### src/pkg/twe_map.svh
// constants of the three-wire eeprom command logic
// assumes inclusion by bare name from design files
`ifndef TWE_MAP_SVH
`define TWE_MAP_SVH
// ==================================================
// timing
`define TWE_CLK_MHZ 50
`define TWE_PROG_TIME_US 5000
// ==================================================
// array
`define TWE_WORDS 64
`define TWE_ERASED 16'hFFFF
`define TWE_BE_ALL 2'h3
`define TWE_BE_HI 2'h2
`define TWE_BE_LO 2'h1
// ==================================================
// frame coding
`define TWE_START_BIT 1'h1
`define TWE_DUMMY_BIT 1'h0
`define TWE_OPC_EXT 2'h0
`define TWE_OPC_WRITE 2'h1
`define TWE_OPC_READ 2'h2
`define TWE_OPC_ERASE 2'h3
`define TWE_SUB_LOCK 2'h0
`define TWE_SUB_FILL 2'h1
`define TWE_SUB_CLEAR 2'h2
`define TWE_SUB_UNLOCK 2'h3
// ==================================================
// last bit index of each field
`define TWE_OPC_LAST 5'h01
`define TWE_ALAST_X8 5'h06
`define TWE_ALAST_X16 5'h05
`define TWE_DLAST_X8 5'h07
`define TWE_DLAST_X16 5'h0F
`endif

### src/pkg/twe_pkg.sv
// types of the three-wire eeprom command logic
// assumes nothing of its surroundings
`default_nettype none
package twe_pkg;
   // ==================================================
   // frame and engine states
   typedef enum logic [6:0] {
      S_IDLE = 7'h01,
      S_START = 7'h02,
      S_OPC = 7'h04,
      S_ADDR = 7'h08,
      S_DATA = 7'h10,
      S_READ = 7'h20,
      S_DONE = 7'h40
   } twe_fsm_e;
   typedef enum logic [1:0] {
      E_IDLE = 2'h1,
      E_PROG = 2'h2
   } twe_eng_e;
   // ==================================================
   // program request and array write port
   typedef struct packed {
      logic all;
      logic [5:0] wa;
      logic [1:0] be;
      logic [15:0] wd;
   } twe_ent_s;
   typedef struct packed {
      logic we;
      logic [5:0] wa;
      logic [1:0] be;
      logic [15:0] wd;
   } twe_wr_s;
   // ==================================================
   // whole state of the command logic
   typedef struct packed {
      logic [2:0] cs_s;
      logic [2:0] lclk_s;
      logic [1:0] sdin_s;
      logic [1:0] wsel_s;
      twe_fsm_e st;
      logic x16;
      logic [1:0] opc;
      logic [6:0] addr;
      logic [15:0] data;
      logic [4:0] cnt;
      logic en;
      logic stat;
      logic [1:0] rd_p;
      logic [5:0] rd_a;
      logic [15:0] sh;
      logic do_v;
      logic oe_v;
      twe_ent_s [1:0] fifo;
      logic [1:0] fcnt;
      twe_eng_e es;
      logic [23:0] tmr;
      twe_ent_s cur;
      twe_wr_s wr;
   } twe_state_s;
endpackage : twe_pkg
`default_nettype wire
### src/hw/twe_cmd.sv
// instruction front end of a three-wire serial eeprom
// assumes pins asynchronous to SYS_CLK_IN, link clock well below a quarter of it
// Functional notes
// - frame opens on select rising, then start bit one, opcode, address
// - read is opcode 10, address 7 bits byte mode, 6 bits word mode
// - unlock is opcode 00 with top address bits 11
// - erase opcode 11 sets addressed location to all ones
// - write opcode 01 takes 8 or 16 data bits for the address
// - clear-all opcode 00 top bits 10 sets whole array to ones
// - fill-all opcode 00 top bits 01 writes data word everywhere
// - lock opcode 00 top bits 00 disables programming
// - read data shifts out, changing on serial clock rising edges
// - one zero dummy bit precedes read data
// - enable latch starts cleared after reset
// - latch stays set until lock or reset
// - read works whatever the latch state
// - erase cycle starts once opcode and address are decoded
// - write cycle starts right after the last data bit
// - select raised during cycle shows busy zero, then ready one
// - select raised after cycle end shows no status
`timescale 1ns/10ps
`default_nettype none
`include "twe_map.svh"
module twe_cmd #(
   parameter int unsigned PROG_CYCLES = `TWE_PROG_TIME_US * `TWE_CLK_MHZ,
   parameter int WORDS = `TWE_WORDS
) (
   input wire logic SYS_CLK_IN,
   input wire logic RSTN_IN,
   input wire logic CHIP_SELECT_IN,
   input wire logic SERIAL_CLOCK_PIN_IN,
   input wire logic SERIAL_IN_PIN_IN,
   input wire logic WORD_WIDTH_SELECT_IN,
   output logic SERIAL_OUT_PIN_OUT,
   output logic SERIAL_OUT_OE_OUT
);
   localparam logic [23:0] PROG_LAST = 24'(PROG_CYCLES - 1);
   localparam logic [23:0] SWEEP_END = 24'(WORDS);
   localparam twe_pkg::twe_state_s RST = '{st: twe_pkg::S_IDLE, es: twe_pkg::E_IDLE, default: '0};

   twe_pkg::twe_state_s q;
   twe_pkg::twe_state_s n;
   logic [15:0] rdata;
   logic cs_on;
   logic cs_rise;
   logic lclk_rise;
   logic sdin_bit;
   logic busy;
   logic [4:0] aw_last;
   logic [4:0] dw_last;
   logic [6:0] a_full;
   logic [15:0] d_full;
   logic [1:0] sub;
   logic prog_req;
   logic lock_hit;
   logic unlock_hit;
   logic buf_in_ready;
   logic buf_out_valid;
   logic buf_out_ready;
   twe_pkg::twe_ent_s pent;
   twe_pkg::twe_ent_s rent;

   // ==================================================
   // request builder, shared by decode and read
   function automatic twe_pkg::twe_ent_s twe_mk(input logic x16, input logic all, input logic [6:0] a,
                                                 input logic [15:0] d);
      twe_pkg::twe_ent_s e;
      e.all = all;
      e.wa = x16 ? a[5:0] : a[6:1];
      e.be = (x16 || all) ? `TWE_BE_ALL : (a[0] ? `TWE_BE_HI : `TWE_BE_LO);
      e.wd = x16 ? d : {d[7:0], d[7:0]};
      return e;
   endfunction : twe_mk

   // ==================================================
   // array
   twe_mem #(
      .WORDS(WORDS)
   ) u_mem (
      .clk_in(SYS_CLK_IN),
      .wr_in(q.wr),
      .raddr_in(q.rd_a),
      .rdata_out(rdata)
   );

   // ==================================================
   // next state
   always_comb begin
      n = q;
      n.cs_s = {q.cs_s[1:0], CHIP_SELECT_IN};
      n.lclk_s = {q.lclk_s[1:0], SERIAL_CLOCK_PIN_IN};
      n.sdin_s = {q.sdin_s[0], SERIAL_IN_PIN_IN};
      n.wsel_s = {q.wsel_s[0], WORD_WIDTH_SELECT_IN};
      cs_on = q.cs_s[1];
      cs_rise = q.cs_s[1] & ~q.cs_s[2];
      lclk_rise = q.lclk_s[1] & ~q.lclk_s[2];
      sdin_bit = q.sdin_s[1];
      buf_out_valid = (q.fcnt != 2'h0);
      buf_out_ready = (q.es == twe_pkg::E_IDLE);
      busy = (q.es == twe_pkg::E_PROG) || buf_out_valid;
      aw_last = q.x16 ? `TWE_ALAST_X16 : `TWE_ALAST_X8;
      dw_last = q.x16 ? `TWE_DLAST_X16 : `TWE_DLAST_X8;
      a_full = {q.addr[5:0], sdin_bit};
      d_full = {q.data[14:0], sdin_bit};
      sub = q.x16 ? a_full[5:4] : a_full[6:5];
      rent = twe_mk(q.x16, 1'b0, a_full, 16'h0000);
      prog_req = 1'b0;
      lock_hit = 1'b0;
      unlock_hit = 1'b0;
      pent = '0;
      n.wr = '0;
      n.rd_p = {q.rd_p[0], 1'b0};
      // self-timed engine, drains the buffer
      case (q.es)
         twe_pkg::E_IDLE: begin
            if (buf_out_valid) begin
               n.cur = q.fifo[0];
               n.fifo[0] = q.fifo[1];
               n.fcnt = q.fcnt - 2'h1;
               n.es = twe_pkg::E_PROG;
               n.tmr = '0;
            end
         end
         twe_pkg::E_PROG: begin
            n.tmr = q.tmr + 24'h1;
            n.wr.we = q.cur.all ? (q.tmr < SWEEP_END) : (q.tmr == 24'h0);
            n.wr.wa = q.cur.all ? q.tmr[5:0] : q.cur.wa;
            n.wr.be = q.cur.be;
            n.wr.wd = q.cur.wd;
            if (q.tmr == PROG_LAST) begin
               n.es = twe_pkg::E_IDLE;
            end
         end
         default: begin
            n.es = twe_pkg::E_IDLE;
         end
      endcase
      // frame decode
      if (!cs_on) begin
         n.st = twe_pkg::S_IDLE;
         n.stat = 1'b0;
         n.oe_v = 1'b0;
      end else begin
         if (q.stat) begin
            n.do_v = ~busy;
         end
         case (q.st)
            twe_pkg::S_IDLE: begin
               n.st = twe_pkg::S_START;
               n.stat = busy;
               n.oe_v = busy;
               n.do_v = 1'b0;
            end
            twe_pkg::S_START: begin
               if (lclk_rise && sdin_bit == `TWE_START_BIT) begin
                  n.st = twe_pkg::S_OPC;
                  n.cnt = '0;
                  n.stat = 1'b0;
                  n.oe_v = 1'b0;
                  n.x16 = q.wsel_s[1];
               end
            end
            twe_pkg::S_OPC: begin
               if (lclk_rise) begin
                  n.opc = {q.opc[0], sdin_bit};
                  n.cnt = q.cnt + 5'h1;
                  if (q.cnt == `TWE_OPC_LAST) begin
                     n.st = twe_pkg::S_ADDR;
                     n.cnt = '0;
                  end
               end
            end
            twe_pkg::S_ADDR: begin
               if (lclk_rise) begin
                  n.addr = a_full;
                  n.cnt = q.cnt + 5'h1;
                  if (q.cnt == aw_last) begin
                     n.cnt = '0;
                     n.st = twe_pkg::S_DONE;
                     if (q.opc == `TWE_OPC_READ) begin
                        n.st = twe_pkg::S_READ;
                        n.oe_v = 1'b1;
                        n.do_v = `TWE_DUMMY_BIT;
                        n.rd_a = rent.wa;
                        n.rd_p = 2'h1;
                     end else if (q.opc == `TWE_OPC_WRITE) begin
                        n.st = twe_pkg::S_DATA;
                     end else if (q.opc == `TWE_OPC_ERASE) begin
                        prog_req = 1'b1;
                        pent = twe_mk(q.x16, 1'b0, a_full, `TWE_ERASED);
                     end else if (sub == `TWE_SUB_UNLOCK) begin
                        unlock_hit = 1'b1;
                        n.en = 1'b1;
                     end else if (sub == `TWE_SUB_LOCK) begin
                        lock_hit = 1'b1;
                        n.en = 1'b0;
                     end else if (sub == `TWE_SUB_CLEAR) begin
                        prog_req = 1'b1;
                        pent = twe_mk(q.x16, 1'b1, a_full, `TWE_ERASED);
                     end else begin
                        n.st = twe_pkg::S_DATA;
                     end
                  end
               end
            end
            twe_pkg::S_DATA: begin
               if (lclk_rise) begin
                  n.data = d_full;
                  n.cnt = q.cnt + 5'h1;
                  if (q.cnt == dw_last) begin
                     n.st = twe_pkg::S_DONE;
                     prog_req = 1'b1;
                     pent = twe_mk(q.x16, q.opc == `TWE_OPC_EXT, q.addr, d_full);
                  end
               end
            end
            twe_pkg::S_READ: begin
               if (q.rd_p[1]) begin
                  n.sh = q.x16 ? rdata : {(q.addr[0] ? rdata[15:8] : rdata[7:0]), 8'h00};
               end
               if (lclk_rise) begin
                  n.do_v = q.sh[15];
                  n.sh = {q.sh[14:0], 1'b0};
                  n.cnt = q.cnt + 5'h1;
                  if (q.cnt == dw_last) begin
                     n.st = twe_pkg::S_DONE;
                  end
               end
            end
            twe_pkg::S_DONE: begin
               n.st = twe_pkg::S_DONE;
            end
            default: begin
               n.st = twe_pkg::S_IDLE;
            end
         endcase
      end
      // two-entry buffer fill
      buf_in_ready = (n.fcnt != 2'h2);
      if (prog_req && q.en && buf_in_ready) begin
         n.fifo[n.fcnt[0]] = pent;
         n.fcnt = n.fcnt + 2'h1;
      end
   end

   // ==================================================
   // state register
   always_ff @(posedge SYS_CLK_IN or negedge RSTN_IN) begin
      if (!RSTN_IN) begin
         q <= RST;
      end else begin
         q <= n;
      end
   end
   assign SERIAL_OUT_PIN_OUT = q.do_v;
   assign SERIAL_OUT_OE_OUT = q.oe_v;
endmodule : twe_cmd
`default_nettype wire

### src/hw/twe_mem.sv
// word array of the eeprom, byte lanes, registered read
// assumes write and read ports driven on the same clock
`timescale 1ns/10ps
`default_nettype none
`include "twe_map.svh"
module twe_mem #(
   parameter int WORDS = `TWE_WORDS
) (
   input wire logic clk_in,
   input wire twe_pkg::twe_wr_s wr_in,
   input wire logic [5:0] raddr_in,
   output logic [15:0] rdata_out
);
   typedef struct packed {
      logic [WORDS-1:0][15:0] arr;
      logic [15:0] rd;
   } twe_mem_s;
   twe_mem_s q;
   twe_mem_s n;
   // ==================================================
   // lane writes and read register
   always_comb begin
      n = q;
      n.rd = q.arr[raddr_in];
      for (int l = 0; l < 2; l++) begin
         if (wr_in.we && wr_in.be[l]) begin
            n.arr[wr_in.wa][l*8 +: 8] = wr_in.wd[l*8 +: 8];
         end
      end
   end
   always_ff @(posedge clk_in) begin
      q <= n;
   end
   assign rdata_out = q.rd;
endmodule : twe_mem
`default_nettype wire

### config.mk
export PLATFORM = sky130hd
export DESIGN_NAME = twe_cmd
export DESIGN_NICKNAME = d
export VERILOG_FILES = /design/src/pkg/twe_pkg.sv /design/src/hw/twe_cmd.sv /design/src/hw/twe_mem.sv
export VERILOG_INCLUDE_DIRS = /design/src /design/src/pkg
export SDC_FILE = /design/constraint.sdc
export NUM_CORES = 2
export LEC_CHECK = 0
export BUFFER_PORTS_ARGS = -buffer_cell sky130_fd_sc_hd__buf_2
export CORE_MARGIN = 10
export CORE_UTILIZATION = 50
export CTS_CLUSTER_DIAMETER = 30
export DETAILED_ROUTE_END_ITERATION = 7
export HOLD_SLACK_MARGIN = 0.08
export PLACE_DENSITY = 0.72
export REMOVE_ABC_BUFFERS = 1
export SETUP_SLACK_MARGIN = 0.02
export SLEW_MARGIN = 20
export SYNTH_ARGS = -nofsm -noshare
export SYNTH_HDL_FRONTEND = slang
export SYNTH_SLANG_ARGS = --single-unit
### constraint.sdc
create_clock -name SYS_CLK_IN -period 8.85 [get_ports SYS_CLK_IN]
set_clock_uncertainty 0.1 [all_clocks]
set_input_delay 0.4425 -clock SYS_CLK_IN [delete_from_list [all_inputs] [get_ports SYS_CLK_IN]]
set_output_delay 0.4425 -clock SYS_CLK_IN [all_outputs]
set_load 0.03 [all_outputs]
==> flow_results.org <==
** Run status
- The flow ran to the end, and the final reports show no timing, DRC or antenna violations.

** Floorplanning
- Initial cell density of the core :: 50.6%
- The die is 344 um tall.
- Horizontal die dimension :: 344 um
- Cell Rows :: 118
- Die area :: 119000 sq um
- Core footprint :: 104000 sq um
- In this run the count of I/O pins placed on the die edge is 8.

** Yosys
- Synthesis produced a netlist whose cell count is 3410.
- Summed instance area of the synthesized netlist :: 52600 sq um
- Of the total synthesized cell area, the portion taken by XOR and XNOR cells is 0.116%.
- Top cells by instance count after synthesis :: edfxtp_1 (1024), and2_1 (536), mux4_2 (236)
- Unique masters post-synth :: 70
- The Yosys step of the flow raised 0 warnings.
- Leading cell type by number of instances after synthesis :: edfxtp_1
- After Yosys synthesis, full adders, half adders and majority gates account for 0.261% of the synthesized area.
- The share of synthesized area in the top cell type comes to 58.4%.
- Measured against the total synthesized area, the mux share comes to 13.2%.
- Most common flop cell mapped by yosys :: edfxtp_1
- By area the synthesized netlist is led by edfxtp_1 (58%), mux4_2 (10%), dfrtp_1 (9.5%), and2_1 (6.4%), mux2i_1 (2.0%).
- Combinational family with the most area after synthesis :: multiplexers
- Share of the synthesized area in compound gates (AO/OA/AOI/OAI) :: 4.33%
- The average instance in the mapped netlist occupies 15.4 sq um.
- Share of flip-flops with an asynchronous set or reset after synthesis :: 16.3%
- Sequential-to-total area share from yosys stat :: 68.6%
- The synthesized design contains 1242 register bits.
- Simple-Gate Fraction of Synth Area :: 11.6%
- Count of flip-flops with a built-in enable after synthesis :: 1024
- Summed over all instances, the cell type with the most area after synthesis is edfxtp_1.

** Timing
- The worst path in the final design needs a cycle of 4.03 ns, including I/O delays and setup.
- Maximum clock frequency :: 248 MHz
- Accumulated negative setup slack :: 0 ns
- For the pin with the worst max-slew slack, the measured transition is 1.29 ns.
- Number of endpoints failing setup at the final stage :: 0
- The number of pins with negative max-slew slack in the final report came to 0.
- Smallest hold slack :: 0.135 ns
- Setup slack closes at 4.82 ns.
- After layout, the worst path uses 45.6% of the clock period.
- Slew margin rel. :: 13.6%
- Unrepaired setup endpoints after global routing :: no
- The final number of hold-violating endpoints came to 0.

** Power and ir drop
- In this run the power spent charging and discharging nets is 0.00301 W.
- The internal portion of the total power is 0.0113 W.
- In this run switching power makes up 21.0% of total power.
- Clock share of power :: 55.7%
- For this design the ratio of total power to cell area is 235 nW/um^2.
- Leakage power :: 18.1 nW
- Sequential share of power :: 43.8%
- Combinational share of power :: 0.5%
- Worst ir drop on vdd :: 0.177 mV

** Setup path
- Startpoint of the worst register-to-register path :: q[186]$_DFFE_PN0P_
- Max Fanout on Critical Path :: 42
- The worst register-to-register path has a depth of 9.
- For the worst setup path, the data arrival time is 4.59 ns.
- Element type at the critical path end :: flop
- The endpoint identified for the worst register-to-register timing path is q[109]$_DFFE_PN0P_.
- Register-to-register setup slack :: 4.82 ns
- Worst Setup Start Kind :: flop
- Worst path slowest cell :: dfrtp_2
- Traced cell by cell, the critical path runs through mux2i_1 -> inv_1 -> ha_1 -> or3b_1 -> a221oi_2 -> mux2i_1 -> or4_1 -> buf_4 -> mux2_4.
- Most common cell type on the critical path :: mux2i_1
- Delay of the slowest critical-path stage :: 0.98 ns
- Critical path required time :: 9.41 ns
- Worst setup path category :: reg -> reg

** Clocking
- Count of cells resized by post-cts repair :: 0
- TritonCTS built the clock tree.
- Number of H-tree branching levels :: 4
- # clock sinks :: 1242
- Clock-pin slew was measured on the worst setup and hold paths at 0.05 ns.
- The root buffer cell chosen for the clock tree is clkbuf_16.
- Total CTS buffers :: 208
- No sink is reached through more buffers than the 3 on the longest clock path.
- For the worst-skew pair, the clock arrives at the later sink with an insertion delay of 0.78 ns.
- Buffers added to address setup during post-CTS repair amount to 0.

** Routing
- The detailed router placed 29500 vias in this run.
- The pre-antenna-repair detailed-routing pass consisted of 5 iterations.
- DRC violation count after routing :: 0
- After detailed routing, the average wire length per cell comes to 24.1 um.
- Routed Antenna Nets :: 0
- Total routed wirelength :: 121 mm
- Via density per instance :: 5.91
- In this run, the number of DRC markers left after iteration 0 of detailed routing was 3309.

** GRT
- The first global-routing pass estimated 184 mm of wire.
- The number of antenna violations at the first check in global routing is 0.
- For this run the aggregate overflow at the end of global routing stands at 0.
- The via count of the first global-routing pass is 29500.
- Pin count of the biggest net entering global routing :: 97
- Across every metal layer, demand over resource in global routing totals 20.4%.

** Final layout
- For this run, the number of standard cells in the final layout without fillers is 5002.
- Summing all multi-input logic gate instances after layout gives 15700 sq um.
- Proportion of layout cells with a drive suffix above 1 :: 21.4%
- Ant. Diodes :: 0
- The layout has 7467 filler cells.
- Area used by sequential logic in the layout :: 36200 sq um
- Final #Nets :: 3456
- Compared with the post-synthesis result, the final layout area differs by 16.2%.

** Hold path
- In this run the worst hold path is classified as in -> async.

** Place
- Counting tap cells, the placed design contains a total of 4603 instances.
- Weighted congestion at the end of routability-driven global placement :: 0.816
- Detailed placement finished with a half-perimeter wire length of 69.5 mm.
- Minimum setup slack after placement :: 4.87 ns
- Buffers on Ports :: 7

** Job
- The tool flagged a number of max-cap violations equal to 0.
-- worst max-delay path by stage --
stage | start | endpoint | cells after the start
finish | q[186]$_DFFE_PN0P_ | q[109]$_DFFE_PN0P_ | 9
detailed placement | q[186]$_DFFE_PN0P_ | q[109]$_DFFE_PN0P_ | 9
CTS | q[186]$_DFFE_PN0P_ | q[109]$_DFFE_PN0P_ | 9
floorplan | q[146]$_DFFE_PN0P_ | u_mem.rdata_out[10]$_DFF_P_ | 4
global placement | q[186]$_DFFE_PN0P_ | q[107]$_DFFE_PN0P_ | 9
global route | q[186]$_DFFE_PN0P_ | q[120]$_DFFE_PN0P_ | 9
-- cell usage in the layout (no fill, tap or decap), types with 10 or more instances in the layout --
master / n
clkbuf_16: 216
a21oi_1: 70
clkinv_4: 16
ha_1: 11
nand4_1: 11
a22oi_1: 11
o21a_1: 17
nand3_1: 47
clkbuf_1: 17
a211oi_1: 20
mux2_2: 45
inv_6: 32
mux4_2: 236
inv_1: 17
a31oi_1: 12
clkinvlp_4: 21
nand2b_1: 18
dfxtp_1: 16
o22ai_1: 49
clkinv_1: 20
dfrtp_1: 180
o21ai_0: 105
nor2_2: 53
clkinv_2: 33
nor4_1: 10
and2_1: 536
bufinv_16: 17
o41ai_1: 12
nor2b_1: 21
buf_4: 30
nand2_1: 234
edfxtp_1: 1024
a221oi_1: 18
dfrtp_4: 12
mux2i_1: 106
nor2_1: 159
-- cell type report --
cell class	instances	area share (%)
clock buffer	237	9.03
clock inverter	156	2.65
inverter	17	0.104
multi-input combinational	1925	25.6
sequential	1242	59.1
tap	1380	2.82
timing repair buffer	45	0.620
-- kinds of logic (layout without fill, tap and decap cells) --
kind of cell               Yosys count  after routing
adders and majority gates           11             11
muxes                              393            393
and+or+nand+nor                   1151           1151
DFF                               1242           1242
AOI/OAI and AO/OA                  363            363
buffers and inverters              243            455
xor gates and xnor gates             7              7
-- power groups by stage --
| stage | logic [W] | clock network (W) | registers [W] |
|---|---|---|---|
| CTS | 0.0000742 | 0.00807 | 0.00628 |
| finish | 0.0000739 | 0.00800 | 0.00628 |
| global placement | 0.0000707 | 0 | 0.00639 |
| floorplan | 0.0000374 | 0 | 0.00639 |
| detailed placement | 0.0000713 | 0 | 0.00639 |
| global route | 0.0000827 | 0.00838 | 0.00628 |
-- timing repair --
item / CTS / global route
endpoints found under the hold margin: 77 / 0
hold buffers: 5 / 0
setup endpoints to repair: 0 / 0
-- sequential cells by signal, summed over array words and instances (netlist names) --
register / count
SERIAL_OUT_OE_OUT: 1
SERIAL_OUT_PIN_OUT: 1
a_full: 7
cs_on: 1
d_full: 15
n: 5
q: 172
u_mem.q: 1024
u_mem.rdata_out: 16
-- per-stage QoR --
stage	utilization, %	cell area (sq um)	power (W)
2_1_floorplan	-	51700	0.00643
3_3_place_gp	51.7	53800	0.00646
3_5_place_dp	51.7	53800	0.00646
4_1_cts	58.6	61000	0.0144
5_1_grt	58.8	61200	0.0147
6_report	58.8	61200	0.0144
-- routing by layer --
layer	global-route usage [%]	part of all wire (%)	vias to the layer above
met1	28.0	41	15100
met5	0	0	-
li1	-	-	13000
met3	4.51	8.1	251
met2	31.9	48	1255
met4	7.35	3.1	0
-- critical path: cells and delay by family (launching register included) --
| family | cells | cell delay (ns) |
|---|---|---|
| AO/OA/AOI/OAI | 1 | 0.32 |
| adder cells (fa/ha/maj) | 1 | 0.21 |
| buffers and inverters | 2 | 0.50 |
| flip-flops | 1 | 0.98 |
| multiplexers | 3 | 0.89 |
| AND/OR/NAND/NOR | 2 | 0.89 |
(Power assumes the default switching activity.)
